File: config.mk
export PLATFORM = sky130hd
export DESIGN_NAME = nvl_loader
export DESIGN_NICKNAME = d
export VERILOG_FILES = /design/src/nvl_pkg.sv /design/src/nvl_loader.sv /design/src/nvl_nvm.sv /design/src/nvl_sync.sv
export SDC_FILE = /design/constraint.sdc
export NUM_CORES = 1
export LEC_CHECK = 0
export ABC_CLOCK_PERIOD_IN_PS = 3400
export CAP_MARGIN = 20
export CORE_ASPECT_RATIO = 0.9
export CORE_MARGIN = 2
export CORE_UTILIZATION = 40
export DETAILED_ROUTE_END_ITERATION = 8
export DONT_BUFFER_PORTS = 1
export GPL_TIMING_DRIVEN = 1
export SLEW_MARGIN = 5
export SYNTH_ARGS = -nofsm -noshare
export SYNTH_HDL_FRONTEND = slang
export SYNTH_SLANG_ARGS = --single-unit
File: constraint.sdc
create_clock -name core_clk -period 3.4 [get_ports core_clk]
set_clock_uncertainty 0.05 [all_clocks]
set_input_delay 0.68 -clock core_clk [delete_from_list [all_inputs] [get_ports core_clk]]
set_output_delay 0.68 -clock core_clk [all_outputs]
set_load 0.1 [all_outputs]
File: src/nvl_pkg.sv
// constants, types and register map of the start-up configuration loader
// Functional notes
// - power-on and pin resets copy stored defaults into registers
// - reprogrammed store gives later loaded defaults; here only pin-reset loads, as power-on reset restores FACTORY
// - store rewrite needs the customer password
// - software value holds until rewrite or reset
// - three classes; store-only fields not bus-writable
// - standby mode off by default, no register
// - cable supply drain defaults off at 18h
// - cable supply defaults on at 18h
// - low trip select defaults 0 (4.65 V)
// - software reset request defaults 0 at 23h
// - host waits load time before first access
// - power-on release starts the loading phase
// - reset pin release starts the loading phase
// - software reset keeps written register values
// - attach-dependent register shows reset value unattached
package nvl_pkg;
	localparam logic [7:0] OFS_ALERT_MASK = 8'h0C;
	localparam logic [7:0] OFS_CABLE_SUPPLY = 8'h18;
	localparam logic [7:0] OFS_CABLE_ILIM = 8'h1E;
	localparam logic [7:0] OFS_CABLE_MON = 8'h20;
	localparam logic [7:0] OFS_BUS_LIMIT = 8'h22;
	localparam logic [7:0] OFS_SW_RESET = 8'h23;
	localparam logic [7:0] OFS_DRAIN_TIME = 8'h25;
	localparam logic [7:0] OFS_BUS_MON = 8'h2E;
	localparam int NWORDS = 9;
	localparam logic [3:0] IDX_FIRST = 4'h0;
	localparam logic [3:0] IDX_LIMIT = 4'h4;
	localparam logic [3:0] IDX_SW_RESET = 4'h5;
	localparam logic [3:0] IDX_LAST = 4'h8;
	localparam logic [3:0] IDX_NVM_ONLY = 4'h8;
	localparam logic [3:0] IDX_NONE = 4'hF;
	// word order: 0Ch 18h 1Eh 20h 22h 23h 25h 2Eh, then the store-only word
	localparam logic [NWORDS-1:0][7:0] FACTORY =
		{8'h01, 8'h01, 8'h6F, 8'h00, 8'h05, 8'h01, 8'h00, 8'h01, 8'h07};
	localparam logic [NWORDS-1:0][7:0] NVM_PMASK =
		{8'h03, 8'h57, 8'hF0, 8'h00, 8'hFF, 8'h00, 8'h0F, 8'h03, 8'h07};
	localparam logic [NWORDS-1:0][7:0] WR_MASK =
		{8'h00, 8'h57, 8'hF0, 8'h01, 8'hFF, 8'h03, 8'h0F, 8'h03, 8'h07};
	localparam int B_SUP_ON = 0;
	localparam int B_DRAIN_ON = 1;
	localparam int B_MON_EN = 0;
	localparam int B_LOW_TRIP = 1;
	localparam int B_SW_RST = 0;
	localparam int B_LO_OFF = 0;
	localparam int B_SAFE0 = 1;
	localparam int B_WIN_OFF = 4;
	localparam int B_HI_OFF = 6;
	localparam int B_STBY_OFF = 0;
	localparam int B_BDRAIN_OFF = 1;
	localparam int F_LOW_SHIFT = 0;
	localparam int F_DTIME = 4;
	localparam int F_ILIM = 0;
	localparam int F_AMASK = 0;
	localparam logic [3:0] BITS_BYTE = 4'h8;
	localparam logic [2:0] SYNC_IDLE = 3'b011;
	// target address and password values are arbitrary
	localparam logic [6:0] I2C_ADDR = 7'h28;
	localparam logic [31:0] PASSWORD = 32'h5A5A_0F0F;
	typedef enum logic [2:0] {
		LD_HOLD = 3'b001,
		LD_LOAD = 3'b010,
		LD_READY = 3'b100
	} nvl_ld_t;
	typedef enum logic [6:0] {
		I_IDLE = 7'h01,
		I_ADDR = 7'h02,
		I_AACK = 7'h04,
		I_WDATA = 7'h08,
		I_DACK = 7'h10,
		I_RDATA = 7'h20,
		I_RACK = 7'h40
	} nvl_i2c_t;
endpackage

File: src/nvl_loader.sv
// start-up loader, configuration registers and i2c target
`timescale 1ns/1ps
module nvl_loader (
	input wire logic core_clk,
	input wire logic srst,
	input wire logic scl_i,
	input wire logic sda_i,
	output logic sda_o,
	output logic sda_oe,
	input wire logic reset_pin,
	input wire logic port_attached,
	input wire logic [31:0] prog_key,
	input wire logic prog_we,
	input wire logic [3:0] prog_idx,
	input wire logic [7:0] prog_data,
	output logic prog_refused,
	output logic cfg_ready,
	output logic typec_reset,
	output logic [2:0] alert_mask,
	output logic cable_supply_on,
	output logic cable_supply_drain_on,
	output logic [3:0] cable_supply_ilim,
	output logic cable_supply_mon_on,
	output logic cable_supply_low_trip_select,
	output logic [3:0] bus_low_limit_shift,
	output logic [3:0] bus_drain_time_coefficient,
	output logic bus_window_check_off,
	output logic supply_high_trip_off,
	output logic [1:0] bus_safe_zero_select,
	output logic supply_low_trip_off,
	output logic standby_off,
	output logic bus_drain_path_off
);
	import nvl_pkg::*;

	typedef struct packed {
		nvl_ld_t ld;
		logic [3:0] ldi;
		logic [NWORDS-1:0][7:0] regs;
		nvl_i2c_t st;
		logic [3:0] bitc;
		logic [7:0] sh;
		logic [7:0] ptr;
		logic first;
		logic rw;
		logic nack;
		logic scl_q;
		logic sda_q;
		logic sda_o;
		logic sda_oe;
		logic ready;
		logic typec_rst;
		logic prog_refused;
		logic [2:0] amask;
		logic sup_on;
		logic drain_on;
		logic [3:0] ilim;
		logic mon_en;
		logic low_trip;
		logic [3:0] low_shift;
		logic [3:0] dtime;
		logic win_off;
		logic hi_off;
		logic [1:0] safe0;
		logic lo_off;
		logic stby_off;
		logic bdrain_off;
	} nvl_top_st_t;

	nvl_top_st_t s_r, s_nxt;
	logic scl_s, sda_s, rst_pin_s;
	logic [7:0] nvm_word;
	logic nvm_prog_ok;
	logic rise, fall, start, stop, wr_en;
	logic [3:0] wi;
	logic [7:0] limit_view;

	////////////////////////////////////////////////////////////////////////////////
	nvl_sync #(
		.W(3),
		.RST_VAL(SYNC_IDLE)
	) u_sync (
		.core_clk(core_clk),
		.srst(srst),
		.pin_in({reset_pin, sda_i, scl_i}),
		.pin_q({rst_pin_s, sda_s, scl_s})
	);

	nvl_nvm u_nvm (
		.core_clk(core_clk),
		.srst(srst),
		.prog_key(prog_key),
		.prog_we(prog_we),
		.prog_idx(prog_idx),
		.prog_data(prog_data),
		.rd_idx(s_r.ldi),
		.rd_data(nvm_word),
		.prog_ok(nvm_prog_ok)
	);

	////////////////////////////////////////////////////////////////////////////////
	function automatic logic [3:0] idx_of(input logic [7:0] a);
		case (a)
			OFS_ALERT_MASK: idx_of = 4'h0;
			OFS_CABLE_SUPPLY: idx_of = 4'h1;
			OFS_CABLE_ILIM: idx_of = 4'h2;
			OFS_CABLE_MON: idx_of = 4'h3;
			OFS_BUS_LIMIT: idx_of = 4'h4;
			OFS_SW_RESET: idx_of = 4'h5;
			OFS_DRAIN_TIME: idx_of = 4'h6;
			OFS_BUS_MON: idx_of = 4'h7;
			default: idx_of = IDX_NONE;
		endcase
	endfunction

	// the store-only word has no address and reads nowhere
	function automatic logic [7:0] rd_val(input logic [7:0] a, input nvl_top_st_t s,
		input logic [7:0] lim);
		logic [3:0] i;
		i = idx_of(a);
		if (i == IDX_NONE) begin
			rd_val = 8'h00;
		end else if (i == IDX_LIMIT) begin
			rd_val = lim;
		end else begin
			rd_val = s.regs[i];
		end
	endfunction

	////////////////////////////////////////////////////////////////////////////////
	always_comb begin
		s_nxt = s_r;
		wr_en = 1'b0;
		wi = idx_of(s_r.ptr);
		rise = !s_r.scl_q && scl_s;
		fall = s_r.scl_q && !scl_s;
		start = s_r.scl_q && scl_s && s_r.sda_q && !sda_s;
		stop = s_r.scl_q && scl_s && !s_r.sda_q && sda_s;
		// unattached, the limit register shows its reset value, not the loaded one
		limit_view = port_attached ? s_r.regs[IDX_LIMIT] : FACTORY[IDX_LIMIT];
		s_nxt.scl_q = scl_s;
		s_nxt.sda_q = sda_s;

		case (s_r.ld)
			LD_HOLD: begin
				if (!rst_pin_s) begin
					s_nxt.ld = LD_LOAD;
					s_nxt.ldi = IDX_FIRST;
				end
			end
			LD_LOAD: begin
				s_nxt.regs[s_r.ldi] = nvm_word;
				s_nxt.ldi = s_r.ldi + 4'h1;
				if (s_r.ldi == IDX_LAST) begin
					s_nxt.ld = LD_READY;
				end
			end
			LD_READY: begin
			end
			default: begin
				s_nxt.ld = LD_HOLD;
			end
		endcase
		if (rst_pin_s) begin
			s_nxt.ld = LD_HOLD;
		end

		if (stop) begin
			s_nxt.st = I_IDLE;
			s_nxt.sda_oe = 1'b0;
		end else if (start) begin
			s_nxt.st = I_ADDR;
			s_nxt.bitc = 4'h0;
			s_nxt.sda_oe = 1'b0;
		end else begin
			case (s_r.st)
				I_IDLE: begin
					s_nxt.sda_oe = 1'b0;
				end
				I_ADDR: begin
					if (rise) begin
						s_nxt.sh = {s_r.sh[6:0], sda_s};
						s_nxt.bitc = s_r.bitc + 4'h1;
					end else if (fall && s_r.bitc == BITS_BYTE) begin
						if (s_r.sh[7:1] == I2C_ADDR && s_r.ld == LD_READY) begin
							s_nxt.sda_oe = 1'b1;
							s_nxt.rw = s_r.sh[0];
							s_nxt.st = I_AACK;
						end else begin
							s_nxt.st = I_IDLE;
						end
					end
				end
				I_AACK: begin
					if (fall) begin
						s_nxt.bitc = 4'h0;
						if (s_r.rw) begin
							s_nxt.sh = rd_val(s_r.ptr, s_r, limit_view);
							s_nxt.sda_oe = ~s_nxt.sh[7];
							s_nxt.ptr = s_r.ptr + 8'h01;
							s_nxt.st = I_RDATA;
						end else begin
							s_nxt.sda_oe = 1'b0;
							s_nxt.first = 1'b1;
							s_nxt.st = I_WDATA;
						end
					end
				end
				I_WDATA: begin
					if (rise) begin
						s_nxt.sh = {s_r.sh[6:0], sda_s};
						s_nxt.bitc = s_r.bitc + 4'h1;
					end else if (fall && s_r.bitc == BITS_BYTE) begin
						s_nxt.sda_oe = 1'b1;
						s_nxt.st = I_DACK;
						if (s_r.first) begin
							s_nxt.ptr = s_r.sh;
							s_nxt.first = 1'b0;
						end else begin
							s_nxt.ptr = s_r.ptr + 8'h01;
							if (wi <= IDX_LAST) begin
								wr_en = 1'b1;
								// only bus-writable fields change; others keep their value
								s_nxt.regs[wi] = (s_r.regs[wi] & ~WR_MASK[wi]) |
									(s_r.sh & WR_MASK[wi]);
							end
						end
					end
				end
				I_DACK: begin
					if (fall) begin
						s_nxt.sda_oe = 1'b0;
						s_nxt.bitc = 4'h0;
						s_nxt.st = I_WDATA;
					end
				end
				I_RDATA: begin
					if (rise) begin
						s_nxt.bitc = s_r.bitc + 4'h1;
					end else if (fall) begin
						if (s_r.bitc == BITS_BYTE) begin
							s_nxt.sda_oe = 1'b0;
							s_nxt.st = I_RACK;
						end else begin
							s_nxt.sh = {s_r.sh[6:0], 1'b0};
							s_nxt.sda_oe = ~s_r.sh[6];
						end
					end
				end
				I_RACK: begin
					if (rise) begin
						s_nxt.nack = sda_s;
					end else if (fall) begin
						if (s_r.nack) begin
							s_nxt.st = I_IDLE;
						end else begin
							s_nxt.sh = rd_val(s_r.ptr, s_r, limit_view);
							s_nxt.sda_oe = ~s_nxt.sh[7];
							s_nxt.ptr = s_r.ptr + 8'h01;
							s_nxt.bitc = 4'h0;
							s_nxt.st = I_RDATA;
						end
					end
				end
				default: begin
					s_nxt.st = I_IDLE;
					s_nxt.sda_oe = 1'b0;
				end
			endcase
		end
		// nothing answers while the registers are being filled
		if (s_r.ld != LD_READY) begin
			s_nxt.st = I_IDLE;
			s_nxt.sda_oe = 1'b0;
		end

		s_nxt.sda_o = 1'b0;
		s_nxt.ready = (s_r.ld == LD_READY);
		// the software request resets the port logic, never the registers here
		s_nxt.typec_rst = rst_pin_s | s_r.regs[IDX_SW_RESET][B_SW_RST];
		s_nxt.prog_refused = prog_we && !nvm_prog_ok;
		s_nxt.amask = s_r.regs[0][F_AMASK +: 3];
		s_nxt.sup_on = s_r.regs[1][B_SUP_ON];
		s_nxt.drain_on = s_r.regs[1][B_DRAIN_ON];
		s_nxt.ilim = s_r.regs[2][F_ILIM +: 4];
		s_nxt.mon_en = s_r.regs[3][B_MON_EN];
		s_nxt.low_trip = s_r.regs[3][B_LOW_TRIP];
		s_nxt.low_shift = limit_view[F_LOW_SHIFT +: 4];
		s_nxt.dtime = s_r.regs[6][F_DTIME +: 4];
		s_nxt.win_off = s_r.regs[7][B_WIN_OFF];
		s_nxt.hi_off = s_r.regs[7][B_HI_OFF];
		s_nxt.safe0 = s_r.regs[7][B_SAFE0 +: 2];
		s_nxt.lo_off = s_r.regs[7][B_LO_OFF];
		s_nxt.stby_off = s_r.regs[IDX_NVM_ONLY][B_STBY_OFF];
		s_nxt.bdrain_off = s_r.regs[IDX_NVM_ONLY][B_BDRAIN_OFF];

		if (srst) begin
			// power-on release: start loading at once
			s_nxt = '0;
			s_nxt.ld = LD_LOAD;
			s_nxt.regs = FACTORY;
			s_nxt.st = I_IDLE;
			s_nxt.scl_q = 1'b1;
			s_nxt.sda_q = 1'b1;
		end
	end

	always_ff @(posedge core_clk) begin
		s_r <= s_nxt;
	end

	////////////////////////////////////////////////////////////////////////////////
	assign sda_o = s_r.sda_o;
	assign sda_oe = s_r.sda_oe;
	assign prog_refused = s_r.prog_refused;
	assign cfg_ready = s_r.ready;
	assign typec_reset = s_r.typec_rst;
	assign alert_mask = s_r.amask;
	assign cable_supply_on = s_r.sup_on;
	assign cable_supply_drain_on = s_r.drain_on;
	assign cable_supply_ilim = s_r.ilim;
	assign cable_supply_mon_on = s_r.mon_en;
	assign cable_supply_low_trip_select = s_r.low_trip;
	assign bus_low_limit_shift = s_r.low_shift;
	assign bus_drain_time_coefficient = s_r.dtime;
	assign bus_window_check_off = s_r.win_off;
	assign supply_high_trip_off = s_r.hi_off;
	assign bus_safe_zero_select = s_r.safe0;
	assign supply_low_trip_off = s_r.lo_off;
	assign standby_off = s_r.stby_off;
	assign bus_drain_path_off = s_r.bdrain_off;

	////////////////////////////////////////////////////////////////////////////////
	property p_quiet_loading;
		@(posedge core_clk) disable iff (srst)
		!s_r.ready |-> !s_r.sda_oe;
	endproperty
	a_quiet_loading: assert property (p_quiet_loading)
		else $error("target drove the data line before loading finished");

	property p_load_copy;
		@(posedge core_clk) disable iff (srst)
		s_r.ld == LD_LOAD && !rst_pin_s |=> s_r.regs[$past(s_r.ldi)] == $past(nvm_word);
	endproperty
	a_load_copy: assert property (p_load_copy)
		else $error("register not filled from the store");

	property p_ready_after_load;
		@(posedge core_clk) disable iff (srst)
		$rose(s_r.ready) |-> $past(s_r.ldi, 2) == IDX_LAST;
	endproperty
	a_ready_after_load: assert property (p_ready_after_load)
		else $error("ready raised before the last word loaded");

	property p_pin_hold;
		@(posedge core_clk) disable iff (srst)
		rst_pin_s |=> s_r.ld == LD_HOLD ##1 !s_r.ready;
	endproperty
	a_pin_hold: assert property (p_pin_hold)
		else $error("reset pin did not stop the loader");

	property p_pin_release;
		@(posedge core_clk) disable iff (srst)
		s_r.ld == LD_HOLD && !rst_pin_s |=> s_r.ld == LD_LOAD && s_r.ldi == IDX_FIRST;
	endproperty
	a_pin_release: assert property (p_pin_release)
		else $error("loading did not restart on pin release");

	property p_sw_reset;
		@(posedge core_clk) disable iff (srst)
		s_r.regs[IDX_SW_RESET][B_SW_RST] && s_r.ld == LD_READY && !rst_pin_s && !wr_en
		|=> s_r.typec_rst && $stable(s_r.regs);
	endproperty
	a_sw_reset: assert property (p_sw_reset)
		else $error("software reset lost or disturbed registers");

	property p_nvm_only;
		@(posedge core_clk) disable iff (srst)
		s_r.ld == LD_READY && !rst_pin_s |=> $stable(s_r.regs[IDX_NVM_ONLY]);
	endproperty
	a_nvm_only: assert property (p_nvm_only)
		else $error("store-only word changed during operation");

	property p_keep_value;
		@(posedge core_clk) disable iff (srst)
		s_r.ld == LD_READY && !rst_pin_s && !wr_en |=> $stable(s_r.regs);
	endproperty
	a_keep_value: assert property (p_keep_value)
		else $error("register changed without a write or reset");

	property p_unattached;
		@(posedge core_clk) disable iff (srst)
		!port_attached |=> s_r.low_shift == FACTORY[IDX_LIMIT][F_LOW_SHIFT +: 4];
	endproperty
	a_unattached: assert property (p_unattached)
		else $error("limit shift not at reset value while unattached");
endmodule // nvl_loader

File: src/nvl_nvm.sv
// embedded default store with password-gated reprogramming
`timescale 1ns/1ps
module nvl_nvm (
	input wire logic core_clk,
	input wire logic srst,
	input wire logic [31:0] prog_key,
	input wire logic prog_we,
	input wire logic [3:0] prog_idx,
	input wire logic [7:0] prog_data,
	input wire logic [3:0] rd_idx,
	output logic [7:0] rd_data,
	output logic prog_ok
);
	import nvl_pkg::*;
	typedef struct packed {
		logic [NWORDS-1:0][7:0] mem;
	} nvl_nvm_st_t;
	nvl_nvm_st_t s_r, s_nxt;
	always_comb begin
		s_nxt = s_r;
		prog_ok = prog_we && (prog_key == PASSWORD) && (prog_idx <= IDX_LAST);
		if (prog_ok) begin
			// software-only fields carry a zero mask and cannot be reprogrammed
			s_nxt.mem[prog_idx] = (s_r.mem[prog_idx] & ~NVM_PMASK[prog_idx]) |
				(prog_data & NVM_PMASK[prog_idx]);
		end
		if (srst) begin
			s_nxt.mem = FACTORY;
		end
	end
	always_ff @(posedge core_clk) begin
		s_r <= s_nxt;
	end
	assign rd_data = (rd_idx <= IDX_LAST) ? s_r.mem[rd_idx] : 8'h00;

	property p_locked;
		@(posedge core_clk) disable iff (srst)
		prog_we && (prog_key != PASSWORD) |=> $stable(s_r.mem);
	endproperty
	a_locked: assert property (p_locked)
		else $error("store changed without password");
endmodule // nvl_nvm

File: src/nvl_sync.sv
// three-stage pin synchroniser with agreement filter
`timescale 1ns/1ps
module nvl_sync #(
	parameter int W = 3,
	parameter logic [W-1:0] RST_VAL = '0
) (
	input wire logic core_clk,
	input wire logic srst,
	input wire logic [W-1:0] pin_in,
	output logic [W-1:0] pin_q
);
	import nvl_pkg::*;
	typedef struct packed {
		logic [W-1:0] s1;
		logic [W-1:0] s2;
		logic [W-1:0] s3;
		logic [W-1:0] q;
	} nvl_sync_st_t;
	nvl_sync_st_t s_r, s_nxt;
	logic [W-1:0] q_nxt;
	for (genvar i = 0; i < W; i++) begin : g_bit
		// a change counts only once stages two and three agree
		assign q_nxt[i] = (s_r.s2[i] == s_r.s3[i]) ? s_r.s3[i] : s_r.q[i];
	end
	always_comb begin
		s_nxt.s1 = pin_in;
		s_nxt.s2 = s_r.s1;
		s_nxt.s3 = s_r.s2;
		s_nxt.q = q_nxt;
		if (srst) begin
			s_nxt = {4{RST_VAL}};
		end
	end
	always_ff @(posedge core_clk) begin
		s_r <= s_nxt;
	end
	assign pin_q = s_r.q;
endmodule // nvl_sync
* Word level (Yosys, flattened, before mapping) *
Memories as Yosys holds them, arrays and structs flattened.
Index checks and enable logic that the tools add are counted.

operators by class
  equal/unequal tests = 66
  muxes and demuxes = 107
  reduce and logical (&&, ||, !) cells = 41
  bitwise logic cells = 17
  magnitude comparators = 11
  add/sub/neg operators = 3

operators by type and width
  kind                                                   number
  2-to-1 mux 72 bit                                      6
  2-to-1 mux 8 bit                                       31
  bitwise mux 72 bit                                     3
  binary-select mux 8 bit (select 4 bit)                 5
  2-to-1 mux 79 bit                                      2
  demux 8 bit (select 4 bit)                             3
  2-to-1 mux 27 bit                                      2
  case mux 7 bit (7 select lines)                        1
  2-to-1 mux 4 bit                                       12
  AND reduction 12 bit                                   4
  2-to-1 mux 7 bit                                       6
  != test 3 bit, second input constant                   14
  equality test 8 x 6 -> 1 bit, second input constant    5
  != test 2 bit, second input constant                   19
  AND 8 bit                                              4
  equality test 32 x 31 -> 1 bit, second input constant  1
  case mux 4 bit (8 select lines)                        1
  case mux 8 bit (4 select lines)                        1
  2-to-1 mux 28 bit                                      1
  < comparator 4 x 5 -> 1 bit, second input constant     5
  case mux 8 bit (3 select lines)                        1
  2-to-1 mux 11 bit                                      2
  2-to-1 mux 20 bit                                      1
  case mux 4 bit (5 select lines)                        1
  53 further kinds                                       114

word-level totals
  register bits = 226
  output and inout bits = 31
  word-level logic and storage cells = 303
  memories kept = 2
  memory bits (read-only) = 256
  input port bits = 51

memory list
  memory            depth  width  read ports  clocked after Yosys merged registers in  write ports  RTL line           RTL
  (name not given)  16     8      1           0                                        0            nvl_nvm.sv:24      s_nxt.mem[prog_idx] = (s_r.mem[prog_idx] & ~NVM_PMASK[prog_idx]) |
  (name not given)  16     8      1           0                                        0            nvl_loader.sv:225  (s_r.sh & WR_MASK[wi]);

* Longest topological paths before layout *
  word-level depth = 23
  depth in mapped cells = 16
  gate-level depth less buffers = 12

* Cells and area by module *
Synthesis repeated with hierarchy kept, for this count alone.

second synthesis, totals
  cells, all modules = 1377
  area, all modules = 12182.9 um^2

by module, submodules not included
  module      area an instance (um^2)  seq. area each (um^2)  instances  cells an instance
  nvl_loader  7641.1                   2702.6                 1          910
  nvl_nvm     4162.7                   1441.4                 1          433
  nvl_sync    379.1                    240.2                  1          34

* Worst setup path after synthesis *
No wires, ideal clock.

  path kind = register to register
  start = register s_r[36] in the netlist's numbering
  end = register s_r[44] in the netlist's numbering
  required time = 3.264 ns
  cell stages (with the launch flop) = 17
  setup slack = 0.066 ns
  setup time = 0.086 ns
  path buffers = 4
  clock period less this slack = 3.334 ns
  arrival time = 3.198 ns
  cells stage by stage = dfxtp_1 -> inv_1 -> ha_1 -> o21ba_2 -> o2111a_1 -> buf_6 -> o221ai_4 -> inv_2 -> buf_2 -> ha_1 -> clkbuf_1 -> and3_1 -> clkbuf_1 -> a211oi_1 -> nor2_1 -> a22o_1 -> a211oi_1

between the ends
  word-level cells in the longest chain between the ends = 22
  elaborated cells on any way between the ends = 49
  classes of those cells = eq/ne: 12; mux: 37

RTL lines
  item                                                        RTL line           RTL
  start, declared                                             nvl_loader.sv:70   nvl_top_st_t s_r, s_nxt;
  start signal, assigned                                      nvl_loader.sv:309  s_r <= s_nxt;
  equality test 8 x 6 -> 1 bit, or another cell as far along  nvl_loader.sv:103  case (a)
  case mux 4 bit (8 select lines) (*)                         nvl_loader.sv:103
  2-to-1 mux 4 bit                                            nvl_loader.sv:254  if (s_r.nack) begin
  2-to-1 mux 4 bit                                            nvl_loader.sv:253  end else if (fall) begin
  2-to-1 mux 4 bit                                            nvl_loader.sv:251  if (rise) begin
  2-to-1 mux 4 bit                                            nvl_loader.sv:176  case (s_r.st)
  2-to-1 mux 4 bit                                            nvl_loader.sv:171  end else if (start) begin
  2-to-1 mux 4 bit                                            nvl_loader.sv:168  if (stop) begin
  [... 6 more ...]                                            -
  2-to-1 mux 8 bit                                            nvl_loader.sv:251
  2-to-1 mux 8 bit                                            nvl_loader.sv:176
  2-to-1 mux 8 bit                                            nvl_loader.sv:171
  2-to-1 mux 8 bit                                            nvl_loader.sv:168
  2-to-1 mux 20 bit                                           nvl_loader.sv:254
  2-to-1 mux 27 bit                                           nvl_loader.sv:253
  2-to-1 mux 27 bit                                           nvl_loader.sv:251
  case mux 8 bit (4 select lines) (*)                         nvl_loader.sv:176

Every way passes the cells marked *; elsewhere a longest branch is shown, timed or not. The select of a mux whose other input is x is not followed.
A chain may end at the register's enable or synchronous reset.

* Final worst setup path *
  start = register s_r[36] in the netlist's numbering
  end = register s_r[115] in the netlist's numbering

between the ends
  word-level cells in the longest chain between the ends = 15
  elaborated cells on any way between the ends = 31
  classes of those cells = order compare: 3; eq/ne: 8; mux: 14; bitwise: 4; reduce/logical: 1; memory: 1

RTL lines
  item                                                        RTL line           RTL
  equality test 8 x 6 -> 1 bit, or another cell as far along  nvl_loader.sv:103
  case mux 4 bit (8 select lines) (*)                         nvl_loader.sv:103
  memory read (16 x 8 bit)                                    -
  2-to-1 mux 8 bit (not written as such)                      nvl_loader.sv:225
  inverter 8 bit                                              nvl_loader.sv:224  s_nxt.regs[wi] = (s_r.regs[wi] & ~WR_MASK[wi]) |
  AND 8 bit                                                   nvl_loader.sv:224
  OR 8 bit                                                    nvl_loader.sv:224
  bitwise mux 72 bit                                          nvl_loader.sv:224
  2-to-1 mux 72 bit (*)                                       nvl_loader.sv:221  if (wi <= IDX_LAST) begin
  2-to-1 mux 72 bit (*)                                       nvl_loader.sv:216  if (s_r.first) begin
  2-to-1 mux 79 bit (*)                                       nvl_loader.sv:213  end else if (fall && s_r.bitc == BITS_BYTE) begin
  2-to-1 mux 79 bit (*)                                       nvl_loader.sv:210  if (rise) begin
  2-to-1 mux 72 bit (*)                                       nvl_loader.sv:176
  2-to-1 mux 72 bit (*)                                       nvl_loader.sv:171
  2-to-1 mux 72 bit (*)                                       nvl_loader.sv:168

Marks and branches as above.

==> results.cfg <==
[status]
outcome = complete, no violations

[min_path]
end_point_of_the_worst_hold_path = bus_safe_zero_select[0]
min_from = srst
min_delay_path_depth = 1
hold_path.class = in -> reg

[cts]
tritoncts_num_sinks = 219
cts.clk_slew.worst_paths_ns = 0.06
tritoncts = done
cts.root.buffer_cell = sky130_fd_sc_hd__clkbuf_16
cts_hold_buf = 0
clk-insertion-delay-late_ns = 0.57
clk_path_buf_depth = 3
cts_made_buffers = 26
h-tree-depth = 1

[synthesis]
post_synth_main_area_contributors = sky130_fd_sc_hd__dfxtp_1 (37%), sky130_fd_sc_hd__mux2i_1 (8.7%), sky130_fd_sc_hd__nor2_1 (5.5%), sky130_fd_sc_hd__mux4_2 (5.1%), sky130_fd_sc_hd__nand2_1 (4.4%)
mappedNetlistNets = 1432
synth_warnings = 0
synth_seq_cells = 219
synthesis.area_um2 = 11800
synth_enable_flop_cells = 0
ys_async_sr_fraction_pct = 0
synthMostInstantiatedCell = sky130_fd_sc_hd__dfxtp_1
yosys_most_used_dff = sky130_fd_sc_hd__dfxtp_1
postSynthAreaPerCell_um2 = 8.68
synth.largest_area_cell = sky130_fd_sc_hd__dfxtp_1
ys_types = 99
ys_seq_area_share_pct = 37.1
synthesis.instances = 1361
synth_top_cell_area_share_pct = 37.1
synth.cells.most_frequent = sky130_fd_sc_hd__dfxtp_1 (219), sky130_fd_sc_hd__nor2_1 (174), sky130_fd_sc_hd__nand2_1 (139)

[placed_design]
dpl-instance-area_um2 = 12300
total_half_perimeter_wirelength_after_legalization_and_detailed_placement_um = 24800
preCtsSetupSlack_ns = 0.168
finalWeightedCongestion = 0.959
buffer_ports.inserted = 0

[cells_and_area]
fillerInstances = 2869
final-seq-area_um2 = 4380
synthToLayoutAreaGrowth_pct = 11.5
final_stage_net_count = 1414
final_layout_size_suffix_gt1_share_pct = 14.0
area_of_the_multi_input_gates_um2 = 6800
stdcell_area_um2 = 13200

[pwr]
cellLeakagePower_nw = 4.67
pwr_density_cell_nw_per_um2 = 465
vdd_ir_drop_max_uv = 390
total_power_mw = 6.12

[grt]
globalRoute.totalOverflow = 0
grt.total_usage_pct = 23.0
first_global_vias = 9779
grt_first_pass_wirelength_um = 56400
antenna_found_initial = 1
grt_max_degree = 159

[timing]
worst_pin_slew_ns = 1.03
max_slew_violation_total_from_the_final_report = 0
timing.slew.headroom_pct = 31.1
hold_ws_ns = 0.174
setup_viol_count_final = 0
final_hold_viol_count = 0
finalSetupTns_ns = 0
final.period_utilization_pct = 95.4
fmaxAchievable_mhz = 308
post_route_worst_setup_slack_ns = 0.157
timing.final.crit_period_ns = 3.24
grt_setup_unrepaired = no

[route]
postRouteAntennaNets = 0
route.detailed.vias_per_inst = 5.90
vias = 10400
drt-pass1-iter-count = 6
routedWlPerCell_um = 20.4
detail_route.drc_violations = 0
dr.first_iter.drc_count = 969
wirelength_um = 35800

[critical_path]
timing.reg2reg.worst_path_depth = 9
reg2reg_slack_ns = 0.16
critPathKind = reg -> reg
cp_data_required_time_ns = 3.73
critical_path.slowest_cell = sky130_fd_sc_hd__or3_1
cp-end-kind = register
worst_path_largest_cell_delay_ns = 0.61
rr_endpoint = s_r[115]
worstPathMaxFanout = 10
worstPathArrival_ns = 3.57
timing.critical_path.from_type = register
origin_of_the_critical_flop_to_flop_path = s_r[36]
crit_path_cell_trace = inv_1, ha_1, o21ba_2, o2111a_2, or3_1, o21ai_2, a221oi_1, a31oi_2, a311oi_1

[floorplanning]
die-width_um = 185
dieArea_um2 = 30900
die_height_um = 167
initial_core_util_pct = 40.7
coreArea_um2 = 29000
top_level_ports = 82
placement_rows = 59

[job]
cap_violations = 0
-- placed cells by master, fill, tap and decap left out, drive strengths merged, types with 20 or more instances in the layout --
cell    synthesis  layout
nand3          29      29
ha             20      20
nor3           27      27
clkbuf         63      36
dfxtp         219     219
buf            47      64
inv            28      28
a211oi         32      32
nand2         139     139
nor2b          35      35
o22ai          25      25
a21oi          95      95
mux2i         103     103
mux4           27      27
nor2          177     177
o21ai          61      61
-- per-layer routing --
metal	wire length, um	track usage [%]	share of wire (%)	vias to the layer above
met2	15500	34.1	43	415
met4	1150	7.32	3.2	0
met3	2830	5.23	7.9	81
met5	0	0	0	-
met1	16300	33.1	46	4970
li1	-	-	-	4898
-- worst max-delay path by stage --
stage | start | cells after the start | endpoint
floorplan | s_r[36] | 16 | s_r[44]
global placement | s_r[36] | 12 | s_r[48]
detailed placement | s_r[36] | 11 | s_r[74]
CTS | s_r[36] | 12 | s_r[51]
global route | s_r[36] | 11 | s_r[49]
finish | s_r[36] | 9 | s_r[115]
-- where the power goes --
group	switching, mW	internal [mW]	leakage, nW
Sequential	0.186	2.62	1.77
Clock	1.13	1.67	0.422
Combinational	0.305	0.210	2.48
Total	1.62	4.50	4.67
-- through the flow --
stage,util (%),instances
finish,45.4,1757
global route,45.4,1756
CTS,45.2,1753
detailed placement,42.3,1708
global placement,42.3,1708
floorplan,-,1361
-- area by class of cell --
class | count | share of cell area [%]
inverters | 29 | 0.827
multi-input cells | 1003 | 51.6
repair buffers | 64 | 3.93
diodes | 1 | 0.0190
flip-flops and latches | 219 | 33.3
well taps | 396 | 3.76
clock inverters | 9 | 0.931
clock buffers | 36 | 5.61
-- cell families (layout without fill, tap and decap cells) --
logic type	after synthesis	after routing	synth area share (%)
adder cells (fa/ha/maj)	20	20	2.12
XOR/XNOR	5	5	0.371
AND/OR/NAND/NOR	505	505	20.5
multiplexers	144	144	15.2
buffers and inverters	139	138	5.47
flip-flops	219	219	37.1
other	1	2	0.0318
AO/OA/AOI/OAI	328	328	19.1
-- critical path, delay by kind of cell (launching register included) --
kind,cells,cell delay [ns]
flops,1,0.41
buf+inv,1,0.12
simple gates,1,0.61
fa+ha+maj,1,0.26
compound gates,6,1.63
-- what timing repair did --
item                       CTS  global route
gates resized for setup      0             7
setup endpoints to repair    0            18
setup buffers                0             3
-- flip-flops by register name (all words and copies together), names as in the netlist, 2 cells and up --
name,flops
bus_drain_time_coefficient,4
cable_supply_ilim,4
bus_low_limit_shift,4
u_sync.pin_q,3
u_nvm.s_r,72
s_r,105
alert_mask,3
u_sync.s_r,9
bus_safe_zero_select,2
Power figures use the tool's default switching activity.
